--- src/design/alias_remap_pkg.sv ---
// package: register map, field layout and carrier types of the alias remap block
package alias_remap_pkg;

  localparam int unsigned ADDR_W = 8;
  localparam int unsigned DATA_W = 8;
  localparam int unsigned TGT_W  = 7;

  localparam logic [7:0] ALIAS_SLOT_2_OFFSET   = 8'h12;
  localparam logic [7:0] ALIAS_SLOT_3_OFFSET   = 8'h13;
  localparam logic [7:0] ALIAS_SLOT_4_OFFSET   = 8'h14;
  localparam logic [7:0] ALIAS_SLOT_5_OFFSET   = 8'h15;
  localparam logic [7:0] ALIAS_SLOT_6_OFFSET   = 8'h16;
  localparam logic [7:0] ALIAS_SLOT_7_OFFSET   = 8'h17;
  localparam logic [7:0] MESSAGE_BYTE_A_OFFSET = 8'h18;
  localparam logic [7:0] MESSAGE_BYTE_B_OFFSET = 8'h19;

  localparam int unsigned FIRST_SLOT = 2;
  localparam int unsigned NUM_SLOTS  = 6;

  localparam int unsigned ALIAS_FIELD_MSB = 7;
  localparam int unsigned ALIAS_FIELD_LSB = 1;
  localparam int unsigned RESERVED_BIT    = 0;

  localparam logic [7:0] ALIAS_SLOT_RESET     = 8'h00;
  localparam logic [7:0] MESSAGE_BYTE_A_RESET = 8'h00;
  localparam logic [7:0] MESSAGE_BYTE_B_RESET = 8'h01;

  localparam logic [6:0] ALIAS_DISABLED = 7'h00;

  // register port request
  typedef struct packed {
    logic             write;
    logic             read;
    logic [7:0]       addr;
    logic [7:0]       wdata;
  } reg_req_type;

  // incoming transaction target
  typedef struct packed {
    logic             valid;
    logic [6:0]       target;
    logic             rnw;
  } tgt_req_type;

  // result of the alias lookup
  typedef struct packed {
    logic             forward;
    logic [6:0]       target;
    logic             rnw;
    logic [2:0]       slot;
  } tgt_fwd_type;

endpackage

--- src/design/remote_i2c_alias_remap_mailbox.sv ---
// module: alias decoders for remote slots 2 to 7, address remap and two mailbox bytes
// Overview of operation
// - each alias slot holds a seven-bit alias in bits 7:1, compared to incoming address
// - on a match, the paired remote target address replaces the incoming address
// - an alias field of zero never matches
// - decode remote targets through alias slots; this block covers slots two to seven
// - two mailbox bytes are plain read/write storage with no side effects
// - remote target address is seven bits and replaces alias before forwarding
`timescale 1ns/10ps
module remote_i2c_alias_remap_mailbox #(
  parameter int unsigned NUM_SLOTS = alias_remap_pkg::NUM_SLOTS
) (
  // clock and reset
  input  wire logic                              i_clk,
  input  wire logic                              i_reset_n,
  // register port from the I2C target logic
  input  wire alias_remap_pkg::reg_req_type      i_reg_req,
  output logic [7:0]                             o_reg_rdata,
  output logic                                   o_reg_rvalid,
  output logic                                   o_reg_hit,
  // physical remote addresses of slots 2 to 7, held outside
  input  wire logic [NUM_SLOTS*7-1:0]            i_remote_target_address,
  // incoming transaction address from the local I2C master
  input  wire alias_remap_pkg::tgt_req_type      i_tgt_req,
  // re-addressed transaction toward the control channel
  output alias_remap_pkg::tgt_fwd_type           o_tgt_fwd,
  output logic                                   o_tgt_done
);

  // six slots is all the register map can hold; other counts are refused at build
  if (NUM_SLOTS != alias_remap_pkg::NUM_SLOTS) begin : g_bad_slot_count
    $error("slot count must match the register map");
  end

  // the slot number travels in three bits, so the last slot must stay below eight
  if (alias_remap_pkg::FIRST_SLOT + NUM_SLOTS > 8) begin : g_bad_slot_field
    $error("slot numbers do not fit the forwarded slot field");
  end

  // the decode counts up from the first slot offset, so the offsets must be contiguous
  if (alias_remap_pkg::ALIAS_SLOT_7_OFFSET - alias_remap_pkg::ALIAS_SLOT_2_OFFSET !=
      8'(NUM_SLOTS - 1)) begin : g_bad_slot_span
    $error("alias slot offsets are not contiguous");
  end

  // the alias field must be exactly as wide as a target address
  if (alias_remap_pkg::ALIAS_FIELD_MSB - alias_remap_pkg::ALIAS_FIELD_LSB + 1 !=
      alias_remap_pkg::TGT_W) begin : g_bad_field
    $error("alias field width differs from the target address width");
  end

  // the reserved bit must come out of reset low
  if (alias_remap_pkg::ALIAS_SLOT_RESET[alias_remap_pkg::RESERVED_BIT] != 1'b0) begin : g_bad_rsv
    $error("reserved alias bit must reset to zero");
  end

  // one select line per register: alias slots first, then the two message bytes
  localparam int unsigned NUM_REGS = NUM_SLOTS + 2;
  localparam int unsigned SEL_A    = NUM_SLOTS;
  localparam int unsigned SEL_B    = NUM_SLOTS + 1;

  // one-hot decode of a register offset, shared by the write and the read path
  function automatic logic [NUM_REGS-1:0] reg_select(input logic [7:0] addr);
    logic [NUM_REGS-1:0] sel;
    sel = '0;
    for (int r = 0; r < NUM_SLOTS; r++) begin
      if (addr == alias_remap_pkg::ALIAS_SLOT_2_OFFSET + 8'(r)) begin
        sel[r] = 1'b1;
      end
    end
    if (addr == alias_remap_pkg::MESSAGE_BYTE_A_OFFSET) begin
      sel[SEL_A] = 1'b1;
    end
    if (addr == alias_remap_pkg::MESSAGE_BYTE_B_OFFSET) begin
      sel[SEL_B] = 1'b1;
    end
    return sel;
  endfunction

  logic [7:0]           alias_slot_q [NUM_SLOTS];
  logic [7:0]           message_byte_a_q;
  logic [7:0]           message_byte_b_q;
  logic [6:0]           remote_address [NUM_SLOTS];
  logic [NUM_SLOTS-1:0] hit;
  logic [NUM_REGS-1:0]  wr_sel;
  logic [NUM_REGS-1:0]  rd_sel;
  logic [7:0]           rdata_d;
  logic                 rhit_d;

  // strobes gate the decode, so an idle port selects nothing
  assign wr_sel = i_reg_req.write ? reg_select(i_reg_req.addr) : '0;
  assign rd_sel = i_reg_req.read ? reg_select(i_reg_req.addr) : '0;

  // alias slot storage and one comparator per slot
  genvar g;
  generate
    for (g = 0; g < NUM_SLOTS; g++) begin : g_slot
      always_ff @(posedge i_clk or negedge i_reset_n) begin
        if (!i_reset_n) begin
          alias_slot_q[g] <= alias_remap_pkg::ALIAS_SLOT_RESET;
        end else if (wr_sel[g]) begin
          alias_slot_q[g] <= i_reg_req.wdata;
        end
      end

      // slot g+2 takes its physical address from lane g
      assign remote_address[g] = i_remote_target_address[g*7 +: 7];

      alias_slot_match u_match (
        .i_alias_slot (alias_slot_q[g]),
        .i_target     (i_tgt_req.target),
        .o_hit        (hit[g])
      );
    end
  endgenerate

  // message byte a: storage only, it steers nothing
  always_ff @(posedge i_clk or negedge i_reset_n) begin
    if (!i_reset_n) begin
      message_byte_a_q <= alias_remap_pkg::MESSAGE_BYTE_A_RESET;
    end else if (wr_sel[SEL_A]) begin
      message_byte_a_q <= i_reg_req.wdata;
    end
  end

  // message byte b: like a, only its value after reset differs
  always_ff @(posedge i_clk or negedge i_reset_n) begin
    if (!i_reset_n) begin
      message_byte_b_q <= alias_remap_pkg::MESSAGE_BYTE_B_RESET;
    end else if (wr_sel[SEL_B]) begin
      message_byte_b_q <= i_reg_req.wdata;
    end
  end

  // read mux; a foreign offset answers zero with the hit flag low
  always_comb begin
    rdata_d = 8'h00;
    rhit_d  = 1'b0;
    // offsets are distinct, so at most one select is high
    for (int r = 0; r < NUM_SLOTS; r++) begin
      if (rd_sel[r]) begin
        rdata_d = alias_slot_q[r];
        rhit_d  = 1'b1;
      end
    end
    if (rd_sel[SEL_A]) begin
      rdata_d = message_byte_a_q;
      rhit_d  = 1'b1;
    end
    if (rd_sel[SEL_B]) begin
      rdata_d = message_byte_b_q;
      rhit_d  = 1'b1;
    end
  end

  // answer one cycle after the strobe; a read beside a write sees the old value
  always_ff @(posedge i_clk or negedge i_reset_n) begin
    if (!i_reset_n) begin
      o_reg_rvalid <= 1'b0;
    end else begin
      o_reg_rvalid <= i_reg_req.read;
    end
  end

  // read data stands for the answer cycle only and is zero otherwise
  always_ff @(posedge i_clk or negedge i_reset_n) begin
    if (!i_reset_n) begin
      o_reg_rdata <= 8'h00;
    end else begin
      o_reg_rdata <= rdata_d;
    end
  end

  // hit flag tells a mapped offset from a foreign one
  always_ff @(posedge i_clk or negedge i_reset_n) begin
    if (!i_reset_n) begin
      o_reg_hit <= 1'b0;
    end else begin
      o_reg_hit <= rhit_d;
    end
  end

  // lowest slot wins if software programs the same alias twice
  logic [6:0] remap_addr;
  logic [2:0] remap_slot;
  logic       any_hit;

  always_comb begin
    remap_addr = 7'h00;
    remap_slot = 3'h0;
    any_hit    = 1'b0;
    for (int s = NUM_SLOTS - 1; s >= 0; s--) begin
      if (hit[s]) begin
        remap_addr = remote_address[s];
        remap_slot = 3'(s + alias_remap_pkg::FIRST_SLOT);
        any_hit    = 1'b1;
      end
    end
  end

  // a miss still answers, so the master side never waits on a lookup
  always_ff @(posedge i_clk or negedge i_reset_n) begin
    if (!i_reset_n) begin
      o_tgt_done <= 1'b0;
    end else begin
      o_tgt_done <= i_tgt_req.valid;
    end
  end

  // the result holds until the next request, so the channel may take it late
  always_ff @(posedge i_clk or negedge i_reset_n) begin
    if (!i_reset_n) begin
      o_tgt_fwd <= '0;
    end else if (i_tgt_req.valid) begin
      o_tgt_fwd.forward <= any_hit;
      o_tgt_fwd.target  <= remap_addr;
      o_tgt_fwd.rnw     <= i_tgt_req.rnw;
      o_tgt_fwd.slot    <= remap_slot;
    end
  end

endmodule // remote_i2c_alias_remap_mailbox

--- src/design/alias_slot_match.sv ---
// module: one alias slot comparator
`timescale 1ns/10ps
module alias_slot_match (
  // slot configuration
  input  wire logic [7:0] i_alias_slot,
  // incoming address
  input  wire logic [6:0] i_target,
  // result
  output logic            o_hit
);

  logic [6:0] alias_address_field;

  // bit 0 is reserved and never enters the compare
  assign alias_address_field = i_alias_slot[alias_remap_pkg::ALIAS_FIELD_MSB:
                                            alias_remap_pkg::ALIAS_FIELD_LSB];

  // a zero field must not match even an all-zero general call address
  assign o_hit = (alias_address_field != alias_remap_pkg::ALIAS_DISABLED) &&
                 (alias_address_field == i_target);

endmodule // alias_slot_match

--- config.mk ---
export PLATFORM = sky130hd
export DESIGN_NAME = remote_i2c_alias_remap_mailbox
export DESIGN_NICKNAME = d
export VERILOG_FILES = /design/src/design/alias_remap_pkg.sv /design/src/design/remote_i2c_alias_remap_mailbox.sv /design/src/design/alias_slot_match.sv
export SDC_FILE = /design/constraint.sdc
export NUM_CORES = 1
export LEC_CHECK = 0
export BUFFER_PORTS_ARGS = -buffer_cell sky130_fd_sc_hd__buf_4
export CORE_ASPECT_RATIO = 1.75
export CORE_MARGIN = 3
export CORE_UTILIZATION = 60
export DETAILED_ROUTE_END_ITERATION = 12
export PLACE_DENSITY = 0.94
export SETUP_SLACK_MARGIN = 0.5
export SYNTH_ARGS = -nofsm -noshare
export SYNTH_HDL_FRONTEND = slang
export SYNTH_SLANG_ARGS = --single-unit
--- constraint.sdc ---
create_clock -name i_clk -period 5.6 [get_ports i_clk]
set_clock_uncertainty 0.05 [all_clocks]
set_input_delay 0.84 -clock i_clk [delete_from_list [all_inputs] [get_ports i_clk]]
set_output_delay 0.84 -clock i_clk [all_outputs]
set_load 0.02 [all_outputs]
==> qor.csv, run 1 <==
metric,value,unit
status,finished clean,
Congestion Overflow GR,0,
DRC,0,
worst r2r src,alias_slot_q[11],
synth warn,0,
total wire length,14160,um
top cell type's share of synthesized area,44.98,%
"Critical Path, Cell by Cell",buf_4 > nor2b_1 > a221oi_1 > a31oi_1 > a31oi_1 > nor4_1 > a221o_1,
Iteration-0 DRC Markers,282,
"Top cell by count, worst path",a31oi_1,
number of global-route vias before repair,4258,
# hold bufs at CTS,0,
DIE HEIGHT,124.1,um
Antenna Cells,0,
Worst-path clk slew,0.06,ns
complex-gate fraction of the synthesized area,11.87,%
Reg-to-Reg End,o_tgt_fwd[6],
Total Routing Usage GR,32.31,%
synth-to-layout area growth,20.61,%
first-pass GRT wire length,21740,um
top post-synthesis cells by area,"dfrtp_1, mux2_2, xor2_1",
"Hold Violations, Final",0,
largest net degree at the start of global routing,66,
xor/xnor share of the synthesized area,7.688,%
"flops & latches, synth",87,
row count,42,
final antenna-violating net count,0,
die width,73.51,um
most frequent cells in the layout,"buf_4, dfrtp_1, mux2_2",
mean post-synth cell area,10.59,um2
via count of the routed design,4083,
PortBufs,93,
leakage,2.887,nW
Hold Path Class,primary input to async pin,
fraction of layout instances using a drive strength above 1,33.83,%
"delay-heaviest family, CP",simple AND/OR/NAND/NOR gates,
number of flops mapped to enable cells by yosys,0,
measured slew at the worst slew-check pin,0.9294,ns
vias per inst,6.554,
ys async rst share,100.0,%
top_reg_cell synth,dfrtp_1,
"Max FO, Critical Path",24,
critical path class,primary input to register,
setup violators final,0,
I/O pin cnt,94,
Core Area,7672,um2
# resized after CTS,0,
Mapped Area,4785,um2
"commonest non-fill, non-tap cell in the layout",buf_4,
PD cells,262.2,nW/um2
Initial Utilization,62.36,%
Setup TNS,0,ns
largest family of logic cells by synthesized area,multiplexers,
total power draw,1.513,mW
count of cell types in the netlist,51,
share of the yosys chip area belonging to registers,45.53,%
post-synthesis cell count,452,
# nets final,603,
H-tree depth,3,
Max Cap Viol,0,
crit path DAT,2.75,ns
clk root buf,clkbuf_16,
CTS max path bufs,2,
Adder-Cell Fraction of Synth Area,0,%
gpl congestion,0.9232,
Peak VDD IR,0.0002625,V
initial antenna violation count,0,
unrepaired setup endpoints after global routing,no,
Critical Path End Type,register,
drt first pass iters,7,
simple-gate portion of the synthesized area,13.96,%
worst path required time,5.83,ns
DP Wirelength,10320,um
# fillers,512,
startpoint types,primary input,
Tmin final,2.516,ns
Slew headroom,37.53,%
Final Cycle Share,44.92,%
Fmax,397.5,MHz
FF-to-FF path depth,7,
max-slew violations,0,
Yosys top cell by area,dfrtp_1,
CTS tree,yes,
Worst-Skew Late Latency,0.35,ns
Die ar.,9124,um2
Setup Buffers After CTS,0,
Buf/Inv on CP,1,
clk sink count,87,
syn_nets,523,
CP max stage cell,nor2b_1,
hold_ws,0.3305,ns
Reg2Reg Setup Slack,3.24,ns
TritonCTS buffer count,9,
multiplexer area fraction after synthesis,16.79,%
Slowest Stage Delay on Critical Path,0.67,ns
wire per inst,22.72,um
## stage by stage
| step | std cells | setup slack (ns) | area, um2 | utilization [%] |
|---|---|---|---|---|
| after floorplan | 452 | 3.227 | 4785 | - |
| after global placement | 609 | 2.869 | 5469 | 71.28 |
| after detailed placement | 609 | 2.783 | 5469 | 71.28 |
| after CTS | 623 | 3.134 | 5771 | 75.21 |
| after global routing | 623 | 2.921 | 5771 | 75.21 |
| final | 623 | 3.084 | 5771 | 75.21 |
## metal layers
layer	global-route usage (%)	vias to the layer above	share of wire, %
met5	0	-	0
met4	18.93	0	4.9
met3	8.078	55	8.2
met2	58.83	264	54
met1	31.93	1967	33
li1	-	1797	-
## sequential cells by signal, indices dropped and copies added (netlist names)
name,cells
alias_slot_q,48
o_tgt_fwd,12
message_byte_a_q,8
message_byte_b_q,8
o_reg_rdata,8
o_reg_hit,1
o_reg_rvalid,1
o_tgt_done,1
## worst max path at each step
stage / from / to / slack [ns] / depth (start not counted)
after global placement: i_tgt_req[7] / o_tgt_fwd[6] / 2.87 / 7
after detailed placement: i_tgt_req[7] / o_tgt_fwd[5] / 2.78 / 7
final: i_reg_req[9] / o_reg_rdata[7] / 3.08 / 7
after floorplan: i_tgt_req[4] / o_tgt_fwd[6] / 3.23 / 8
after global routing: i_tgt_req[7] / o_tgt_fwd[6] / 2.92 / 7
after CTS: i_reg_req[9] / o_reg_rdata[5] / 3.13 / 6
## layout make-up
type / instances / area (um2) / share of cell area [%]
multi-input combinational: 323 / 2407 / 41.72
sequential: 87 / 2178 / 37.75
timing repair buffer: 95 / 713.2 / 12.36
clock buffer: 10 / 229.0 / 3.968
tap: 88 / 110.1 / 1.908
clock inverter: 4 / 72.57 / 1.258
inverter: 16 / 60.06 / 1.041
## cells in the mapped netlist (all sizes together), types with 4 or more instances
library cell / count
dfrtp: 86
mux2: 66
nor2: 32
xor2: 31
o21ai: 21
buf: 17
nand2: 17
a21oi: 16
inv: 16
nor3: 15
nor4: 13
o22ai: 11
xnor2: 11
nand3: 10
clkbuf: 9
a221oi: 7
a22oi: 6
and3: 6
mux2i: 6
nand2b: 6
a31oi: 5
nor2b: 5
a211oi: 4
or3: 4
## report_power, final
group          switching [mW]  total [mW]  leakage (nW)  internal (mW)
Clock                   0.241       0.625         0.144          0.385
Sequential             0.0321       0.689          1.18          0.657
Combinational           0.102       0.198          1.56         0.0961
Total                   0.375        1.51          2.89           1.14
## kinds of logic (layout without fill, tap and decap cells)
family	Yosys count	in the layout
and+or+nand+nor	123	123
DFF	87	87
AOI/OAI and AO/OA	86	86
muxes	72	72
xor gates and xnor gates	42	42
buffers and inverters	42	125
No activity file was read; power rests on OpenSTA's default activity.
==> run 2, diff against run 1 <==
CORE_UTILIZATION = 56   (was 60)
PLACE_DENSITY = 0.89   (was 0.94)
clock period = 2.6 ns   (was 5.6 ns; I/O delays follow)
==> run 2 against run 1 <==
  * Critical path depth is the same
  * Sequential share of layout area down 1.4 points
  * Final area grew 4.0%
  * Final cell count rose by 6.4%
  * Worst hold slack got worse by 0.30 ns
  * Combinational power grew 140%
  * Clock power grew 89%
  * Utilization decreased by 3.0 points
  * First-iteration DRC count rose by 3.2%
  * Sequential power increased by 120%
  * Wire length increased by 1.3%
  * Critical path type is now register to register
  * Largest cell class unchanged
==> qor.csv, run 2 (synthesis gave the netlist of run 1 again) <==
metric,value,unit,change
fraction of layout instances using a drive strength above 1,39.23,%,+5.4 points
Peak VDD IR,0.0005711,V,+120%
Die ar.,9732,um2,+6.7%
Worst-Skew Late Latency,0.34,ns,about the same
Critical Path End Type,register,,
row count,44,,+4.8%
vias per inst,6.252,,-4.6%
Final Cycle Share,81.65,%,
DRC,0,,unchanged
Core Area,8313,um2,+8.3%
Worst-path clk slew,0.06,ns,about the same
total wire length,14350,um,+1.3%
status,finished clean,,
# fillers,594,,+16%
Setup crit start,alias_slot_q[11],,
H-tree depth,3,,unchanged
setup violators final,0,,unchanged
Tmin final,2.123,ns,
TritonCTS buffer count,9,,unchanged
final antenna-violating net count,0,,unchanged
clk sink count,87,,unchanged
Max Cap Viol,0,,unchanged
critical path class,register to register,,
PD cells,521.8,nW/um2,+99%
total power draw,3.132,mW,+110%
most frequent cells in the layout,"buf_4, dfrtp_1, mux2_2",,
worst path required time,2.77,ns,-3.06 ns
unrepaired setup endpoints after global routing,yes,,
Slew headroom,60.06,%,+23 points
Total Routing Usage GR,29.84,%,-2.5 points
I/O pin cnt,94,,unchanged
initial antenna violation count,0,,unchanged
max-slew violations,0,,unchanged
Reg-to-Reg End,o_tgt_fwd[10],,
drt first pass iters,5,,-2
leakage,2.967,nW,+2.8%
FF-to-FF path depth,7,,unchanged
clk root buf,clkbuf_16,,
"Hold Violations, Final",0,,unchanged
Congestion Overflow GR,0,,unchanged
Top reg by flops,alias_slot_q,,
# hold bufs at CTS,0,,unchanged
Hold Path Class,primary input to async pin,,
CTS max path bufs,2,,unchanged
# nets final,615,,+2.0%
CTS tree,yes,,
Setup TNS,0,ns,unchanged
Setup crit end,o_tgt_fwd[10],,
wire per inst,21.64,um,-4.8%
Reg2Reg Setup Slack,0.48,ns,-2.76 ns
worst r2r src,alias_slot_q[11],,
gpl congestion,1.000,,+8.4%
"Max FO, Critical Path",6,,-75%
"commonest non-fill, non-tap cell in the layout",buf_4,,
DIE HEIGHT,128.3,um,+3.3%
Iteration-0 DRC Markers,291,,+3.2%
startpoint types,register,,
Antenna Cells,0,,unchanged
largest net degree at the start of global routing,88,,+33%
DP Wirelength,10250,um,-0.68%
first-pass GRT wire length,21350,um,-1.8%
measured slew at the worst slew-check pin,0.5969,ns,-0.3325 ns
max reg flops,48,,unchanged
Fmax,471.1,MHz,
via count of the routed design,4145,,+1.5%
biggest regs,"alias_slot_q (48), o_tgt_fwd (12)",,
synth-to-layout area growth,25.44,%,
crit path DAT,2.29,ns,-0.46 ns
number of global-route vias before repair,4262,,+0.094%
Initial Utilization,57.56,%,-4.8 points
die width,75.87,um,+3.2%
PortBufs,93,,unchanged
-- run 2: cell types whose count changed in the layout (fill, tap and decap cells not counted), sizes merged --
cell	delta
buf	+11
bufinv	-2
clkbuf	+1
clkinv	+2
nor3	+1
-- run 2: repair_timing --
item | CTS | global route
endpoints found under the setup margin | 11 | 18
pin swaps | 1 | 17
setup buffers | 2 | 4
cloned | 0 | 1
gates resized for setup | 7 | 19
hold endpoints to repair | 0 | 0
-- run 2: worst min-delay path by stage --
stage	end	cells past startpoint
after floorplan	alias_slot_q[0]	0
after global placement	o_tgt_fwd[3]	2
after detailed placement	o_tgt_fwd[3]	2
after CTS	o_reg_rdata[4]	2
after global routing	alias_slot_q[47]	2
final	alias_slot_q[33]	2
-- run 2: layout make-up --
type / instances / area [um2] / share of cell area (%)
clock buffer: 11 / 242.7 / 4.044
sequential: 87 / 2183 / 36.38
multi-input combinational: 324 / 2525 / 42.07
tap: 115 / 143.9 / 2.397
clock inverter: 4 / 22.52 / 0.3752
timing repair buffer: 106 / 824.5 / 13.74
inverter: 16 / 60.06 / 1.001
-- run 2: where the power goes --
part | internal (mW) | switching (mW)
combinational | 0.227 | 0.241
sequential | 1.42 | 0.0708
clock | 0.663 | 0.515
total | 2.31 | 0.826
-- run 2: worst max-delay path: stages, from the launching register on --
cell and delay, ns:
dfrtp_2 0.44, or4_4 0.56, nor4_4 0.22, buf_4 0.19
nor3_4 0.07, and3_4 0.20, a211oi_2 0.20, o22ai_1 0.09
-- run 2: metrics by stage --
stage	setup WS [ns]	hold slack (ns)	area (um2)	cells	utilization (%)
floorplan	0.6731	0.04441	4785	452	-
global placement	0.07689	0.4081	5553	641	66.80
detailed placement	-0.02806	0.4126	5553	641	66.80
CTS	0.5286	0.05808	5872	658	70.64
global route	0.4001	0.06732	6002	663	72.20
finish	0.4772	0.03146	6002	663	72.20
-- run 2: per-layer routing --
metal  wire, um  vias to the layer above  track usage (%)
met5          0                        -                0
met4        985                        0            20.39
met3       1006                       72            5.259
met2       7450                      226            50.91
met1       4903                     2022            31.85
li1           -                     1825                -
